**src/rtl/chg_pkg.sv**
```systemverilog
// package: constants and types for the battery charge switch controller
package chg_pkg;

  // ***************************************************************
  // time base
  // ***************************************************************
  localparam int CLK_HZ = 40_000_000;  // clk_sys rate
  localparam int TICK_MS = 100;  // tick resolution in milliseconds
  // cycles per tick, exact at 40 MHz
  localparam int TICK_CYCLES = (CLK_HZ / 1000) * TICK_MS;

  // ***************************************************************
  // register byte offsets (wishbone word aligned)
  // ***************************************************************
  localparam logic [7:0] OFS_CTRL = 8'h00;  // algorithm, start, stop
  localparam logic [7:0] OFS_STATUS = 8'h04;  // state and sticky events
  localparam logic [7:0] OFS_PULSE = 8'h08;  // charge_pulse_time, ticks
  localparam logic [7:0] OFS_REST = 8'h0c;  // rest_interval, ticks
  localparam logic [7:0] OFS_MONITOR = 8'h10;  // monitor_interval, ticks
  localparam logic [7:0] OFS_FULL = 8'h14;  // full_charge_threshold, mV
  localparam logic [7:0] OFS_PSTART = 8'h18;  // pulse_start_threshold, mV
  localparam logic [7:0] OFS_TEMPLO = 8'h1c;  // lower temperature code
  localparam logic [7:0] OFS_TEMPHI = 8'h20;  // upper temperature code

  // ***************************************************************
  // field positions
  // ***************************************************************
  localparam int CTRL_ALGO = 0;  // 0 nickel, 1 lithium
  localparam int CTRL_START = 1;  // write 1: start command
  localparam int CTRL_STOP = 2;  // write 1: stop command
  localparam int ST_DONE = 4;  // sticky charge complete
  localparam int ST_TFAULT = 5;  // sticky temperature fault
  localparam int ST_SWITCH = 6;  // live switch state
  localparam int ST_PHASE3 = 7;  // live final phase flag
  localparam int ST_PRECHG = 8;  // live pre-charge flag

  // ***************************************************************
  // reset values (ticks of 100 ms, voltages in mV)
  // ***************************************************************
  localparam logic [15:0] RST_PULSE = 16'h000a;  // 1 s
  localparam logic [15:0] RST_REST = 16'h0001;  // 100 ms
  localparam logic [15:0] RST_MONITOR = 16'h0032;  // 5 s
  localparam logic [15:0] RST_FULL = 16'h10cc;  // 4300 mV
  localparam logic [15:0] RST_PSTART = 16'h0fa0;  // 4000 mV
  localparam logic [11:0] RST_TEMPLO = 12'h100;
  localparam logic [11:0] RST_TEMPHI = 12'h600;

  // ***************************************************************
  // fixed lithium and pre-charge figures
  // ***************************************************************
  localparam logic [15:0] LI_PULSE = 16'h000a;  // 1 s pulse
  localparam logic [15:0] LI_REST_MIN = 16'h0001;  // 100 ms rest
  localparam logic [15:0] LI_REST_LIMIT = 16'h0064;  // 10 s rest
  localparam logic [15:0] LI_HOLD_MV = 16'h1068;  // 4200 mV
  localparam logic [15:0] PRE_LOW_MV = 16'h0af0;  // 2800 mV
  localparam logic [15:0] PRE_HIGH_MV = 16'h0c80;  // 3200 mV

  // ***************************************************************
  // controller states
  // ***************************************************************
  typedef enum logic [3:0] {
    ST_IDLE,
    ST_NI_REST,
    ST_NI_PULSE,
    ST_NI_MONITOR,
    ST_LI_CONT,
    ST_LI_PULSE,
    ST_LI_REST,
    ST_LI_TEMPHOLD,
    ST_FINISHED
  } chg_state_type;

endpackage

```
**src/rtl/charge_switch_ctrl.sv**
```systemverilog
// module: battery charge switch controller with wishbone registers
`timescale 1ns/10ps

// Contract
// - algorithm 0 nickel, 1 lithium with temperature
// - nickel: sample open, pulse if below full
// - nickel: rest interval after each pulse
// - nickel: pulse lasts programmed pulse time
// - nickel full: stay open, check per monitor
// - nickel times and threshold are programmable
// - lithium: closed until pulse start threshold
// - lithium pulses one second, 100 ms rests
// - fixed rests until rest voltage exceeds full
// - rest above full enters final phase
// - final phase: rest extends while above 4.2V
// - final rest grows from 100ms to 10s
// - stop lithium at full and 10s rest
// - rest beyond 10 seconds ends the charge; the code ends it on reaching 10 s
// - pre-charge with charger, battery 2.8-3.2V
// - pre-charge only when off, hardware only
// - sustaining battery powers on, starts algorithm
// - blink indicator while pre-charge active
// - lithium: compare temperature with programmed limits
// - registers select type, parameters, start, stop
// - single output drives the charge switch
module charge_switch_ctrl #(
  parameter int TICK_CYCLES = chg_pkg::TICK_CYCLES  // cycles per tick
) (
  // clock and reset
  input wire logic clk_sys,
  input wire logic rst_n,
  // wishbone classic slave
  input wire logic wb_cyc_i,
  input wire logic wb_stb_i,
  input wire logic wb_we_i,
  input wire logic [7:0] wb_adr_i,
  input wire logic [3:0] wb_sel_i,
  input wire logic [31:0] wb_dat_i,
  output logic [31:0] wb_dat_o,
  output logic wb_ack_o,
  // battery and charger sense
  input wire logic chargerPresent,
  input wire logic [15:0] batteryMv,
  input wire logic [11:0] battTempCode,
  input wire logic moduleOn,
  // switch, pre-charge and indicator
  output logic chargeSwitch,
  output logic preChargeEn,
  output logic chargeIndicatorLed,
  output logic powerOnReq
);

  // ***************************************************************
  // declarations
  // ***************************************************************
  logic [31:0] tickCntQ;  // prescaler count
  logic tickQ;  // one-cycle 100 ms enable
  chg_pkg::chg_state_type stateQ, stateD;  // controller state
  logic [15:0] timerQ;  // ticks spent in current state
  logic phase3Q;  // lithium final phase reached
  logic algoQ;  // selected algorithm
  logic [15:0] pulseQ, restQ, monitorQ, fullQ, pstartQ;  // settings
  logic [11:0] tempLoQ, tempHiQ;  // temperature window
  logic doneQ, tFaultQ;  // sticky events
  logic startCmd, stopCmd;  // command pulses from writes
  logic autoStart;  // power-on hand over
  logic moduleOnQ;  // previous moduleOn for edge
  logic preQ;  // pre-charge seen before power on
  logic busReq, wrStb;  // bus access qualifiers
  logic tempBad;  // temperature outside window
  logic enterDone, enterTemp;  // event sources
  logic preActive;  // pre-charge condition
  logic startAlgo;  // algorithm taken by a start in this cycle

  // true once the state has lasted cfg ticks (zero acts as one)
  function automatic logic expired(input logic [15:0] t,
                                   input logic [15:0] cfg);
    expired = ({1'b0, t} + 17'h0_0001) >= {1'b0, cfg};
  endfunction

  // switch closed in these states only
  function automatic logic closedIn(input chg_pkg::chg_state_type s);
    closedIn = (s == chg_pkg::ST_NI_PULSE) ||
               (s == chg_pkg::ST_LI_CONT) ||
               (s == chg_pkg::ST_LI_PULSE);
  endfunction

  // ***************************************************************
  // time base
  // ***************************************************************
  // prescaler: a single enable rather than a derived clock
  always_ff @(posedge clk_sys) begin
    if (!rst_n) begin
      tickCntQ <= 32'h0000_0000;
      tickQ <= 1'b0;
    end else if (tickCntQ >= 32'(TICK_CYCLES - 1)) begin
      tickCntQ <= 32'h0000_0000;
      tickQ <= 1'b1;
    end else begin
      tickCntQ <= tickCntQ + 32'h0000_0001;
      tickQ <= 1'b0;
    end
  end

  // ***************************************************************
  // wishbone slave
  // ***************************************************************
  assign busReq = wb_cyc_i && wb_stb_i && !wb_ack_o;
  assign wrStb = busReq && wb_we_i && wb_sel_i[0];
  assign startCmd = wrStb && (wb_adr_i == chg_pkg::OFS_CTRL) &&
                    wb_dat_i[chg_pkg::CTRL_START];
  assign stopCmd = wrStb && (wb_adr_i == chg_pkg::OFS_CTRL) &&
                   wb_dat_i[chg_pkg::CTRL_STOP];

  // ack one cycle after the request, dropped the next cycle
  always_ff @(posedge clk_sys) begin
    if (!rst_n) begin
      wb_ack_o <= 1'b0;
    end else begin
      wb_ack_o <= busReq;
    end
  end

  // configuration writes; low byte lane gates whole-register writes
  always_ff @(posedge clk_sys) begin
    if (!rst_n) begin
      algoQ <= 1'b0;
      pulseQ <= chg_pkg::RST_PULSE;
      restQ <= chg_pkg::RST_REST;
      monitorQ <= chg_pkg::RST_MONITOR;
      fullQ <= chg_pkg::RST_FULL;
      pstartQ <= chg_pkg::RST_PSTART;
      tempLoQ <= chg_pkg::RST_TEMPLO;
      tempHiQ <= chg_pkg::RST_TEMPHI;
    end else if (wrStb) begin
      unique case (wb_adr_i)
        chg_pkg::OFS_CTRL: begin
          algoQ <= wb_dat_i[chg_pkg::CTRL_ALGO];
        end
        chg_pkg::OFS_PULSE: pulseQ <= wb_dat_i[15:0];
        chg_pkg::OFS_REST: restQ <= wb_dat_i[15:0];
        chg_pkg::OFS_MONITOR: monitorQ <= wb_dat_i[15:0];
        chg_pkg::OFS_FULL: fullQ <= wb_dat_i[15:0];
        chg_pkg::OFS_PSTART: pstartQ <= wb_dat_i[15:0];
        chg_pkg::OFS_TEMPLO: tempLoQ <= wb_dat_i[11:0];
        chg_pkg::OFS_TEMPHI: tempHiQ <= wb_dat_i[11:0];
        default: ;  // unmapped or status: no stored effect here
      endcase
    end
  end

  // read data registered with the ack; unmapped reads zero
  always_ff @(posedge clk_sys) begin
    if (!rst_n) begin
      wb_dat_o <= 32'h0000_0000;
    end else if (busReq && !wb_we_i) begin
      unique case (wb_adr_i)
        chg_pkg::OFS_CTRL: wb_dat_o <= {31'h0000_0000, algoQ};
        chg_pkg::OFS_STATUS: begin
          wb_dat_o <= {23'h00_0000, preActive, phase3Q, chargeSwitch,
                       tFaultQ, doneQ, 4'(stateQ)};
        end
        chg_pkg::OFS_PULSE: wb_dat_o <= {16'h0000, pulseQ};
        chg_pkg::OFS_REST: wb_dat_o <= {16'h0000, restQ};
        chg_pkg::OFS_MONITOR: wb_dat_o <= {16'h0000, monitorQ};
        chg_pkg::OFS_FULL: wb_dat_o <= {16'h0000, fullQ};
        chg_pkg::OFS_PSTART: wb_dat_o <= {16'h0000, pstartQ};
        chg_pkg::OFS_TEMPLO: wb_dat_o <= {20'h0_0000, tempLoQ};
        chg_pkg::OFS_TEMPHI: wb_dat_o <= {20'h0_0000, tempHiQ};
        default: wb_dat_o <= 32'h0000_0000;
      endcase
    end
  end

  // ***************************************************************
  // pre-charge and power-on hand over
  // ***************************************************************
  // pure hardware path: no register takes part in it
  assign preActive = !moduleOn && chargerPresent &&
                     (batteryMv >= chg_pkg::PRE_LOW_MV) &&
                     (batteryMv <= chg_pkg::PRE_HIGH_MV);

  // pre-charge enable, blink and power-on request
  always_ff @(posedge clk_sys) begin
    if (!rst_n) begin
      preChargeEn <= 1'b0;
      chargeIndicatorLed <= 1'b0;
      powerOnReq <= 1'b0;
      preQ <= 1'b0;
      moduleOnQ <= 1'b0;
    end else begin
      moduleOnQ <= moduleOn;
      preChargeEn <= preActive;
      if (!preActive) begin
        chargeIndicatorLed <= 1'b0;
      end else if (tickQ) begin
        chargeIndicatorLed <= !chargeIndicatorLed;
      end
      // battery above the window can carry the module: ask power-on
      powerOnReq <= !moduleOn && chargerPresent &&
                    (batteryMv > chg_pkg::PRE_HIGH_MV) &&
                    (preQ || preActive);
      if (preActive) begin
        preQ <= 1'b1;
      end else if (moduleOn && moduleOnQ) begin
        preQ <= 1'b0;
      end
    end
  end

  // start the selected algorithm once the module has come up
  assign autoStart = moduleOn && !moduleOnQ && preQ &&
                     chargerPresent;

  // ***************************************************************
  // charge state machine
  // ***************************************************************
  // temperature only matters with lithium selected
  assign tempBad = algoQ && ((battTempCode < tempLoQ) ||
                             (battTempCode > tempHiQ));

  // a ctrl write carrying start also selects the algorithm, so the
  // start must follow the written bit, not the stale register
  assign startAlgo = startCmd ? wb_dat_i[chg_pkg::CTRL_ALGO]
                              : algoQ;

  // next state
  always_comb begin
    stateD = stateQ;
    if (stopCmd || !moduleOn) begin
      stateD = chg_pkg::ST_IDLE;
    end else begin
      unique case (stateQ)
        chg_pkg::ST_IDLE, chg_pkg::ST_FINISHED: begin
          if (startCmd || autoStart) begin
            stateD = startAlgo ? chg_pkg::ST_LI_CONT
                               : chg_pkg::ST_NI_REST;
          end
        end
        chg_pkg::ST_NI_REST: begin
          // sample only while open, at the end of the rest
          if (tickQ && expired(timerQ, restQ)) begin
            stateD = (batteryMv < fullQ) ? chg_pkg::ST_NI_PULSE
                                         : chg_pkg::ST_NI_MONITOR;
          end
        end
        chg_pkg::ST_NI_PULSE: begin
          if (tickQ && expired(timerQ, pulseQ)) begin
            stateD = chg_pkg::ST_NI_REST;
          end
        end
        chg_pkg::ST_NI_MONITOR: begin
          // open; checks each tick once the monitor interval has passed, pulse if sagged
          if (tickQ && expired(timerQ, monitorQ) &&
              (batteryMv < fullQ)) begin
            stateD = chg_pkg::ST_NI_PULSE;
          end
        end
        chg_pkg::ST_LI_CONT: begin
          if (tempBad) begin
            stateD = chg_pkg::ST_LI_TEMPHOLD;
          end else if (batteryMv >= pstartQ) begin
            stateD = chg_pkg::ST_LI_PULSE;
          end
        end
        chg_pkg::ST_LI_PULSE: begin
          if (tempBad) begin
            stateD = chg_pkg::ST_LI_TEMPHOLD;
          end else if (tickQ && expired(timerQ, chg_pkg::LI_PULSE)) begin
            stateD = chg_pkg::ST_LI_REST;
          end
        end
        chg_pkg::ST_LI_REST: begin
          if (tempBad) begin
            stateD = chg_pkg::ST_LI_TEMPHOLD;
          end else if (phase3Q && (batteryMv > chg_pkg::LI_HOLD_MV)) begin
            // rest keeps growing; reaching 10 s finishes the charge
            if (tickQ && expired(timerQ, chg_pkg::LI_REST_LIMIT)) begin
              stateD = chg_pkg::ST_FINISHED;
            end
          end else if (tickQ && expired(timerQ, chg_pkg::LI_REST_MIN)) begin
            stateD = chg_pkg::ST_LI_PULSE;
          end
        end
        chg_pkg::ST_LI_TEMPHOLD: begin
          // resume through continuous charge, which re-checks voltage
          if (!tempBad) begin
            stateD = chg_pkg::ST_LI_CONT;
          end
        end
        default: stateD = chg_pkg::ST_IDLE;
      endcase
    end
  end

  // state register and per-state tick timer
  always_ff @(posedge clk_sys) begin
    if (!rst_n) begin
      stateQ <= chg_pkg::ST_IDLE;
      timerQ <= 16'h0000;
    end else begin
      stateQ <= stateD;
      if (stateD != stateQ) begin
        timerQ <= 16'h0000;
      end else if (tickQ && (timerQ != 16'hffff)) begin
        timerQ <= timerQ + 16'h0001;
      end
    end
  end

  // final phase flag: rest voltage above full threshold
  always_ff @(posedge clk_sys) begin
    if (!rst_n) begin
      phase3Q <= 1'b0;
    end else if (stateD == chg_pkg::ST_IDLE ||
                 stateQ == chg_pkg::ST_IDLE) begin
      phase3Q <= 1'b0;
    end else if (stateQ == chg_pkg::ST_LI_REST &&
                 batteryMv > fullQ) begin
      phase3Q <= 1'b1;
    end
  end

  // the one switch output, registered from the next state
  always_ff @(posedge clk_sys) begin
    if (!rst_n) begin
      chargeSwitch <= 1'b0;
    end else begin
      chargeSwitch <= closedIn(stateD);
    end
  end

  // ***************************************************************
  // sticky status events
  // ***************************************************************
  assign enterDone = (stateD == chg_pkg::ST_FINISHED) &&
                     (stateQ != chg_pkg::ST_FINISHED);
  assign enterTemp = (stateD == chg_pkg::ST_LI_TEMPHOLD) &&
                     (stateQ != chg_pkg::ST_LI_TEMPHOLD);

  // write one to clear; a new event in the same cycle wins
  always_ff @(posedge clk_sys) begin
    if (!rst_n) begin
      doneQ <= 1'b0;
      tFaultQ <= 1'b0;
    end else begin
      if (enterDone) begin
        doneQ <= 1'b1;
      end else if (wrStb && wb_adr_i == chg_pkg::OFS_STATUS &&
                   wb_dat_i[chg_pkg::ST_DONE]) begin
        doneQ <= 1'b0;
      end
      if (enterTemp) begin
        tFaultQ <= 1'b1;
      end else if (wrStb && wb_adr_i == chg_pkg::OFS_STATUS &&
                   wb_dat_i[chg_pkg::ST_TFAULT]) begin
        tFaultQ <= 1'b0;
      end
    end
  end
endmodule  // charge_switch_ctrl

```
**config.mk**
```make
export PLATFORM = sky130hd
export DESIGN_NAME = charge_switch_ctrl
export DESIGN_NICKNAME = d
export VERILOG_FILES = /design/src/rtl/chg_pkg.sv /design/src/rtl/charge_switch_ctrl.sv
export SDC_FILE = /design/constraint.sdc
export NUM_CORES = 1
export LEC_CHECK = 0
export ABC_CLOCK_PERIOD_IN_PS = 4400
export BUFFER_PORTS_ARGS = -buffer_cell sky130_fd_sc_hd__buf_2
export CORE_MARGIN = 2
export CORE_UTILIZATION = 56
export CTS_CLUSTER_SIZE = 28
export DETAILED_ROUTE_END_ITERATION = 10
export GPL_TIMING_DRIVEN = 0
export HOLD_SLACK_MARGIN = 0.03
export PLACE_DENSITY = 0.76
export SETUP_SLACK_MARGIN = 0.5
export SYNTH_ARGS = -nofsm -noshare
export SYNTH_HDL_FRONTEND = slang
export SYNTH_SLANG_ARGS = --single-unit
export TNS_END_PERCENT = 30
```
**constraint.sdc**
```tcl
create_clock -name clk_sys -period 4.4 [get_ports clk_sys]
set_input_delay 0.22 -clock clk_sys [delete_from_list [all_inputs] [get_ports clk_sys]]
set_output_delay 0.22 -clock clk_sys [all_outputs]
set_load 0.03 [all_outputs]
```
# ---- Yosys cells after proc, flatten, opt, wreduce, memory -nomap -nowiden
# Index checks and enable logic that the tools add are counted.
# W data, S select, Z words.
dict set report totals {
  latchBits 0
  rom_bits 0
  elab_cells 158
  input_bits 79
  out_inout_bits 37
  mem_bits_rw 0
  register_bits 200
  mem_count 0
}
dict set report classes {
  order_cmp 16
  mul 0
  add_sub_neg 3
  div 0
  shifts 0
  muxes 26
  n_bitwise 1
  n_eq_ne 25
  n_reduce_logical 64
}
# op count
set op_table {}
lappend op_table {{$pmux W16 S9} 1}
lappend op_table {{$mux W4} 14}
lappend op_table {{$ge A17 B16 Y1} 3}
lappend op_table {{$logic_and A1 B1 Y1} 33}
lappend op_table {{$add A32 B1 Y32 const B} 1}
lappend op_table {{$eq A8 B5 Y1 const B} 4}
lappend op_table {{$ge A32 B22 Y1 const B} 1}
lappend op_table {{$pmux W4 S8} 1}
lappend op_table {{$eq A4 B3 Y1 const B} 7}
lappend op_table {{$reduce_and A2 Y1} 9}
lappend op_table {{$add A16 B1 Y17 const B} 1}
lappend op_table {{$ge A17 B1 Y1 const B} 1}
lappend op_table {{$ge A17 B4 Y1 const B} 1}
lappend op_table {{$ge A17 B7 Y1 const B} 1}
lappend op_table {{$add A16 B1 Y16 const B} 1}
lappend op_table {{$eq A8 B4 Y1 const B} 2}
lappend op_table {{$ge A16 B12 Y1 const B} 1}
lappend op_table {{$ge A16 B16 Y1} 1}
lappend op_table {{$gt A16 B12 Y1 const B} 1}
lappend op_table {{$gt A16 B13 Y1 const B} 1}
lappend op_table {{$gt A16 B16 Y1} 1}
lappend op_table {{$le A16 B12 Y1 const B} 1}
lappend op_table {{$lt A16 B16 Y1} 1}
lappend op_table {{$ne A16 B16 Y1 const B} 1}
lappend op_table {{19 further kinds} 46}

# ---- Longest topological paths before layout
# Gate-level depths: netlist of run 1.
dict set report logic_depth {
  ltp_word 14
  depth_mapped 17
  ltp_nobuf 14
}

# ---- Least setup slack after synthesis of run 1
# Ideal clock, no wire load.
dict set report synth_timing {
  path_kind {register to register}
  from {register timerQ[0]}
  to {register timerQ[0]}
  n_path_buf 3
  required_ps 4312
  slack_ps 503
  synth_period_minus_slack_ps 3897
  setup_ps 88
  t_arrival_ps 3810
  path_stages_with_launch 17
  path_cell_list {dfxtp_1 ha_1 clkbuf_1 nand2_1 xnor2_1 ha_1 a211o_1 o211ai_1 or4b_2 a311oi_2 a21oi_1 a21oi_1 o21ai_0 and3_1 buf_4 buf_6 nor4_2}
}
dict set report synth_via {
  elab_chain_len 10
}
# item line
set synth_rtl {}
lappend synth_rtl {{start: declaration} charge_switch_ctrl.sv:59} ;# logic [15:0] timerQ;
lappend synth_rtl {{start signal: assignment} charge_switch_ctrl.sv:306} ;# timerQ <= timerQ + 16'h0001;
lappend synth_rtl {{$add A16 B1 Y17} charge_switch_ctrl.sv:78} ;# expired = ({1'b0, t} + 17'h0_0001) >= {1'b0, cfg};
lappend synth_rtl {{$ge A17 B1 Y1 / $ge A17 B7 Y1 (equally long branches)} charge_switch_ctrl.sv:78}
lappend synth_rtl {{$logic_and A1 B1 Y1 (on tied branches)} {charge_switch_ctrl.sv:281, charge_switch_ctrl.sv:278}}
lappend synth_rtl {{$mux W4 (on tied branches)} {charge_switch_ctrl.sv:281, charge_switch_ctrl.sv:278}}
lappend synth_rtl {{$mux W4} charge_switch_ctrl.sv:276} ;# end else if (phase3Q && (batteryMv > chg_pkg::LI_HOLD_MV)) begin
lappend synth_rtl {{$mux W4} charge_switch_ctrl.sv:274} ;# if (tempBad) begin
lappend synth_rtl {{$pmux W4 S8} charge_switch_ctrl.sv:233} ;# unique case (stateQ)
lappend synth_rtl {{$mux W4} charge_switch_ctrl.sv:230} ;# if (stopCmd || !moduleOn) begin
lappend synth_rtl {{$ne A4 B4 Y1} charge_switch_ctrl.sv:303} ;# if (stateD != stateQ) begin
lappend synth_rtl {{$reduce_or A2 Y1 (no line)} --}
# Parallel ways exist; a longest one is shown, timed or not.
# A chain may end at the register's enable or synchronous reset.

# ---- Worst setup path after layout of run 1
dict set report layout_timing {
  from {register timerQ[2]}
  to {register timerQ[4]}
}
# The elaborated chain is that of the path after synthesis.

==> metrics.yaml, run 1 <==
critical_path:
  start_kind: "register"
  crit_type: "reg -> reg"
  cp-end-kind: "register"
  crit_required_ns: 4.72
  critPathArrivalTime_ns: 4.19
  crit_fanout: 5
global_route:
  grt_pass1_wl_mm: 55.4
  use_met3_pct: 7.81
  use_met2_pct: 50.9
  grt_pass1_vias: 10300
  track_usage_pct: 32.9
  grt_start_max_net_pins: 19
  use_met1_pct: 44.9
  grt-ovfl-total: 0
  antenna_found_initial: 3
  top_usage_layer: "met2"
run:
  drv_cap: 0
power_and_ir_drop:
  totalPowerFinal_mw: 3.45
  vdd_drop_max_mv: 0.242
  powerDensity_nw_per_um2: 256
  p_leak_nw: 5.34
timing:
  skew_ns: 0.0120
  tightest_slew_ns: 1.03
  rsz0062_at_grt: "yes"
  slew_violations: 0
  slew_headroom_pct: 30.2
  min_period_over_period_pct: 88.1
  setup_viol: 0
  fin_crit_ns: 3.88
  fmax_mhz: 258
  final_hold_viol_count: 0
synthesis:
  synth_cells: 1422
  synth_ff_type: "dfxtp_1"
  synth_cell_types: 87
  synth_area_leaders: "dfxtp_1, ha_1, nand2_1"
  muxShareOfSynthArea_pct: 2.99
  synth_top_family_by_area: "simple AND/OR/NAND/NOR gates"
  ys_seq_area_share_pct: 32.4
  yosys.cell_count.top_type: "nand2_1"
  synthTopCellsByCount: "nand2_1, dfxtp_1, nor2_1, inv_1, a21oi_1"
  yosysWarnings: 0
  synth_xor_area_share_pct: 3.92
  synth_compound_area_share_pct: 17.8
  syn_area_um2: 11400
  synth-seq-cells: 184
  synth_edf_count: 0
  async_reset_ff_share_pct: 0
  yosys.area_share.simple_pct: 23.9
  synth_top_area_share_pct: 32.4
  syn_avg_cell_area_um2: 8.01
  yosysTopAreaCell: "dfxtp_1"
  synth-adder-area-share_pct: 11.1
clock_network:
  cts_buffers: 17
  clk_latency_ns: 0.43
  cts.clk_slew.worst_paths_ns: 0.07
  h-tree-depth: 4
  ctsRootBufferMaster: "clkbuf_16"
  cts_buffer_depth: 2
  clock-sinks: 184
  cts_tree: "done"
floorplan:
  die_y_um: 147
  die_area_um2: 21500
  start_util_pct: 56.6
  dieWidth_um: 147
  core_area_um2: 20100
  io_pins: 116
  core.rowCount: 52
drt:
  dr.first_iter.drc_count: 1175
  drc: 0
  num_vias: 11300
  wl_per_cell_um: 19.8
  totalWireLength_mm: 37.0
  via_per_inst: 6.07
  first_pass_iters: 6
  antenna_left: 0
layout:
  fillerInstances: 1693
  multi_input_comb_area_um2: 7220
  drive_gt1_share_pct: 15.6
  area.growth.synth_to_final_pct: 18.3
  area.sequential_um2: 3690
  finish.utilization_pct: 67.0
  fin_nets: 1757
worst_hold_path:
  hp-class: "in -> reg"
place:
  routabilityCongestion: 0.998
  place_hpwl_mm: 27.7
  portBuffers: 74
outcome:
  status: "finished clean"
final timing paths:
kind / depth (start not counted) / slack, ns / endpoint / from
worst max-delay path: 18 / 0.52 / timerQ[4]$_SDFFE_PP0P_ / timerQ[2]$_SDFFE_PP0P_
worst min register to register: 1 / 0.48 / tickCntQ[0]$_SDFF_PP0_ / tickCntQ[0]$_SDFF_PP0_
worst min-delay path: 3 / 0.07 / powerOnReq$_SDFF_PN0_ / chargerPresent
worst max register to register: 18 / 0.52 / timerQ[4]$_SDFFE_PP0P_ / timerQ[2]$_SDFFE_PP0P_
kinds of logic (layout without fill, tap and decap cells):
logic type	count (synthesis)	count (layout)
mux	34	34
compound gates	295	295
flops	184	184
xor+xnor	51	51
fa+ha+maj	101	101
buf+inv	210	353
other cells	1	28
simple gates	546	546
layout make-up:
cell class	instances	area share [%]
Multi-Input combinational cell	1053	53.6
Sequential cell	184	27.4
Timing Repair Buffer	111	5.09
Buffer	97	4.03
Clock buffer	18	3.19
Inverter	113	3.15
Tap cell	270	2.51
Clock inverter	14	0.994
Antenna cell	2	0.0372
power by group:
group	switching [mW]	total [mW]	internal [mW]
Clock	0.737	1.49	0.750
Combinational	0.190	0.290	0.100
Sequential	0.00483	1.68	1.67
flip-flops by register name, summed over array words and instances, names as in the netlist, 4 cells and up:
name and flops:
fullQ 16, monitorQ 16, pstartQ 16, pulseQ 16, restQ 16, stateQ 4, tempHiQ 12, tempLoQ 12
tickCntQ 32, timerQ 16, wb_dat_o 16
metrics by stage:
step	setup slack (ns)	cells	TNS, ns	area [um^2]	hold WS, ns
final	0.524	1862	0	13500	0.0704
after floorplan	0.503	1447	0	11500	0.342
after global routing	0.350	1860	0	13500	0.0728
after detailed placement	-0.251	1791	-2.96	12200	0.465
after CTS	0.507	1840	0	13000	0.0597
after global placement	-0.217	1791	-2.58	12200	0.451
timing repair:
item                                    4_1_cts  5_1_grt
pin swaps                                     6       25
endpoints found under the setup margin       20       18
resized for setup                            36       52
cloned                                        0        1
hold buffers                                  0        0
setup buffers                                17       19
cell usage in the layout (no fill, tap or decap), types with 12 or more instances in the layout:
| master | count |
|---|---|
| mux2i_1 | 34 |
| nor2_1 | 110 |
| ha_1 | 97 |
| a222oi_1 | 12 |
| dfxtp_1 | 178 |
| xor2_1 | 19 |
| clkbuf_16 | 18 |
| nand3_1 | 38 |
| xnor2_1 | 23 |
| and3_1 | 21 |
| nand4_1 | 28 |
| and2_1 | 14 |
| a22oi_1 | 32 |
| a21oi_1 | 101 |
| buf_4 | 52 |
| o211ai_1 | 25 |
| a21o_1 | 12 |
| o21ai_0 | 23 |
| clkbuf_1 | 58 |
| inv_1 | 112 |
| conb_1 | 26 |
| buf_2 | 76 |
| nand2_1 | 215 |
| nor3_1 | 20 |
| nor4_1 | 17 |
per-layer routing:
layer  wire length, um  part of all wire [%]
met5                 0                     0
met3              4270                    12
met2             16200                    44
met1             15200                    41
met4              1300                   3.5
worst max-delay path: stages, from the launching register on:
cell       delay, ns
dfxtp_2         0.32
buf_6           0.11
and4_4          0.23
buf_8           0.12
nand2_4         0.05
xnor2_2         0.17
ha_1            0.28
a211o_1         0.27
o211ai_1        0.11
or4b_4          0.51
a311oi_4        0.38
o21ai_2         0.13
buf_4           0.17
buf_6           0.11
a21oi_4         0.15
a211oi_4        0.06
a21oi_4         0.32
clkbuf_16       0.22
nor4_2          0.04
Power figures use the tool's default switching activity.
==> run 2: changes to the inputs <==
--- a/config.mk
+++ b/config.mk
@@ -7,13 +7,15 @@
 export LEC_CHECK = 0
 export ABC_CLOCK_PERIOD_IN_PS = 4400
 export BUFFER_PORTS_ARGS = -buffer_cell sky130_fd_sc_hd__buf_2
+export CELL_PAD_IN_SITES_DETAIL_PLACEMENT = 1
+export CELL_PAD_IN_SITES_GLOBAL_PLACEMENT = 1
 export CORE_MARGIN = 2
-export CORE_UTILIZATION = 56
+export CORE_UTILIZATION = 45
 export CTS_CLUSTER_SIZE = 28
 export DETAILED_ROUTE_END_ITERATION = 10
 export GPL_TIMING_DRIVEN = 0
 export HOLD_SLACK_MARGIN = 0.03
-export PLACE_DENSITY = 0.76
+export PLACE_DENSITY = 0.81
 export SETUP_SLACK_MARGIN = 0.5
 export SYNTH_ARGS = -nofsm -noshare
 export SYNTH_HDL_FRONTEND = slang
==> metrics.yaml, run 2 (synthesis gave the netlist of run 1 again) <==
timing:
  rsz0062_at_grt: "yes"
  timing.hold.ws_ns: 0.0602  # -0.0102 ns
  final_hold_viol_count: 0  # unchanged
  fin_crit_ns: 4.13  # +0.253 ns
  finalSetupTns_ns: 0  # unchanged
  skew_ns: 0.0123  # +0.000358 ns
  min_period_over_period_pct: 93.8  # +5.8 points
  fmax_mhz: 242  # -6.1%
  slew_violations: 0  # unchanged
  finalWorstSetupSlack_ns: 0.271  # -0.253 ns
  slew_headroom_pct: 20.2  # -10 points
  tightest_slew_ns: 1.18  # +0.149 ns
  setup_viol: 0  # unchanged
place:
  routabilityCongestion: 0.957  # -4.1%
  placed_cells: 1851  # +3.4%
  pre_cts_slack_ns: -0.315  # -0.0641 ns
  place_area_um2: 12300  # +0.62%
  place_hpwl_mm: 32.2  # +16%
  portBuffers: 74  # unchanged
drt:
  dr.first_iter.drc_count: 1034  # -12%
  wl_per_cell_um: 23.2  # +17%
  first_pass_iters: 7  # +1
  drc: 0  # unchanged
  via_per_inst: 6.11  # +0.68%
  antenna_left: 0  # unchanged
  totalWireLength_mm: 44.3  # +20%
  num_vias: 11700  # +3.3%
layout:
  fillerInstances: 3136  # +85%
  final_cell_mix: "nand2_1, dfxtp_1, inv_1, nor2_1, a21oi_1"
  multi_input_comb_area_um2: 7220  # +0.10%
  fin_nets: 1748  # -0.51%
  largest_reg_flops: 32  # unchanged
  instances_no_fill: 1911  # +2.6%
  layout_commonest_cell: "nand2_1"
  top_register: "tickCntQ"
  final_area_um2: 13500  # +0.14%
  finish.utilization_pct: 53.9  # -13 points
  area.growth.synth_to_final_pct: 18.5
  drive_gt1_share_pct: 14.9  # -0.72 points
  area.sequential_um2: 3690  # about the same
global_route:
  grt_pass1_vias: 11400  # +10%
  grt-ovfl-total: 0  # unchanged
  track_usage_pct: 32.1  # -0.79 points
  antenna_found_initial: 3  # unchanged
  grt_pass1_wl_mm: 64.9  # +17%
  grt_start_max_net_pins: 20  # +1
critical_path:
  r2r_cells: 17  # -1
  critPathArrivalTime_ns: 4.41  # +0.22 ns
  crit_fanout: 8  # +3
  r2r_slack_ns: 0.27  # -0.25 ns
  crit_type: "reg -> reg"
  start_kind: "register"
  crit_required_ns: 4.68  # -0.04 ns
  cp-end-kind: "register"
power_and_ir_drop:
  powerDensity_nw_per_um2: 262  # +2.2%
  vdd_drop_max_mv: 0.238  # -1.8%
  totalPowerFinal_mw: 3.53  # +2.3%
  p_leak_nw: 5.32  # -0.47%
clock_network:
  ctsRootBufferMaster: "clkbuf_16"
  clk_latency_ns: 0.45  # +0.02 ns
  cts.clk_slew.worst_paths_ns: 0.07  # about the same
  cts_buffer_depth: 2  # unchanged
  ctsHoldBuffers: 0  # unchanged
  cts_buffers: 17  # unchanged
  h-tree-depth: 4  # unchanged
  cts_tree: "done"
  clock-sinks: 184  # unchanged
floorplan:
  core.rowCount: 58  # +12%
  core_area_um2: 25000  # +25%
  die_area_um2: 26600  # +24%
  start_util_pct: 45.5  # -11 points
  io_pins: 116  # unchanged
  dieWidth_um: 163  # +11%
  die_y_um: 163  # +11%
outcome:
  status: "finished clean"
run:
  drv_cap: 0  # unchanged
worst_hold_path:
  hp-class: "in -> reg"
  holdPathStages: 3  # unchanged
## run 2: what timing repair did
item	4_1_cts	5_1_grt
buffers inserted	20	7
setup endpoints to repair	20	18
gates resized for setup	45	46
pin swaps	13	16
gates cloned	0	1
## run 2: area by class of cell
| class | instances | area share, % |
|---|---|---|
| Multi-Input combinational cell | 1053 | 53.6 |
| Buffer | 97 | 4.12 |
| Inverter | 113 | 3.14 |
| Clock inverter | 14 | 1.14 |
| Tap cell | 330 | 3.06 |
| Antenna cell | 1 | 0.0186 |
| Sequential cell | 184 | 27.4 |
| Clock buffer | 17 | 3.15 |
| Timing Repair Buffer | 102 | 4.43 |
## run 2: routing by layer
metal	GRT usage, %	routed length (um)
met1	42.8	18500
met2	51.5	20300
met3	7.11	3860
met4	10.7	1540
met5	0	14
## run 2: worst max-delay path, cell delays in order, from the launching register on
cell	delay [ns]
dfxtp_1	0.34
buf_6	0.10
buf_4	0.16
nand4_1	0.20
buf_4	0.21
nor3_1	0.33
xor2_1	0.36
ha_1	0.25
nand2b_1	0.14
o311a_1	0.22
a311oi_4	0.08
o21ai_2	0.21
buf_4	0.13
a21oi_1	0.06
a211oi_2	0.36
a21oi_4	0.13
buf_4	0.19
nor4b_1	0.49
## run 2: power by group
part           leakage, nW  total, mW  internal, mW  switching, mW
Sequential            1.49       1.68          1.67        0.00545
Clock                0.281       1.55         0.760          0.794
Combinational         3.55      0.303         0.102          0.201
Total                 5.32       3.53          2.53           1.00
## run 2: path summary, 6_finish.rpt
path | to | from
setup / recovery | timerQ[7]$_SDFFE_PP0P_ | timerQ[5]$_SDFFE_PP0P_
hold / removal | powerOnReq$_SDFF_PN0_ | chargerPresent
hold reg to reg | doneQ$_SDFFE_PN0P_ | doneQ$_SDFFE_PN0P_
setup reg to reg | timerQ[7]$_SDFFE_PP0P_ | timerQ[5]$_SDFFE_PP0P_
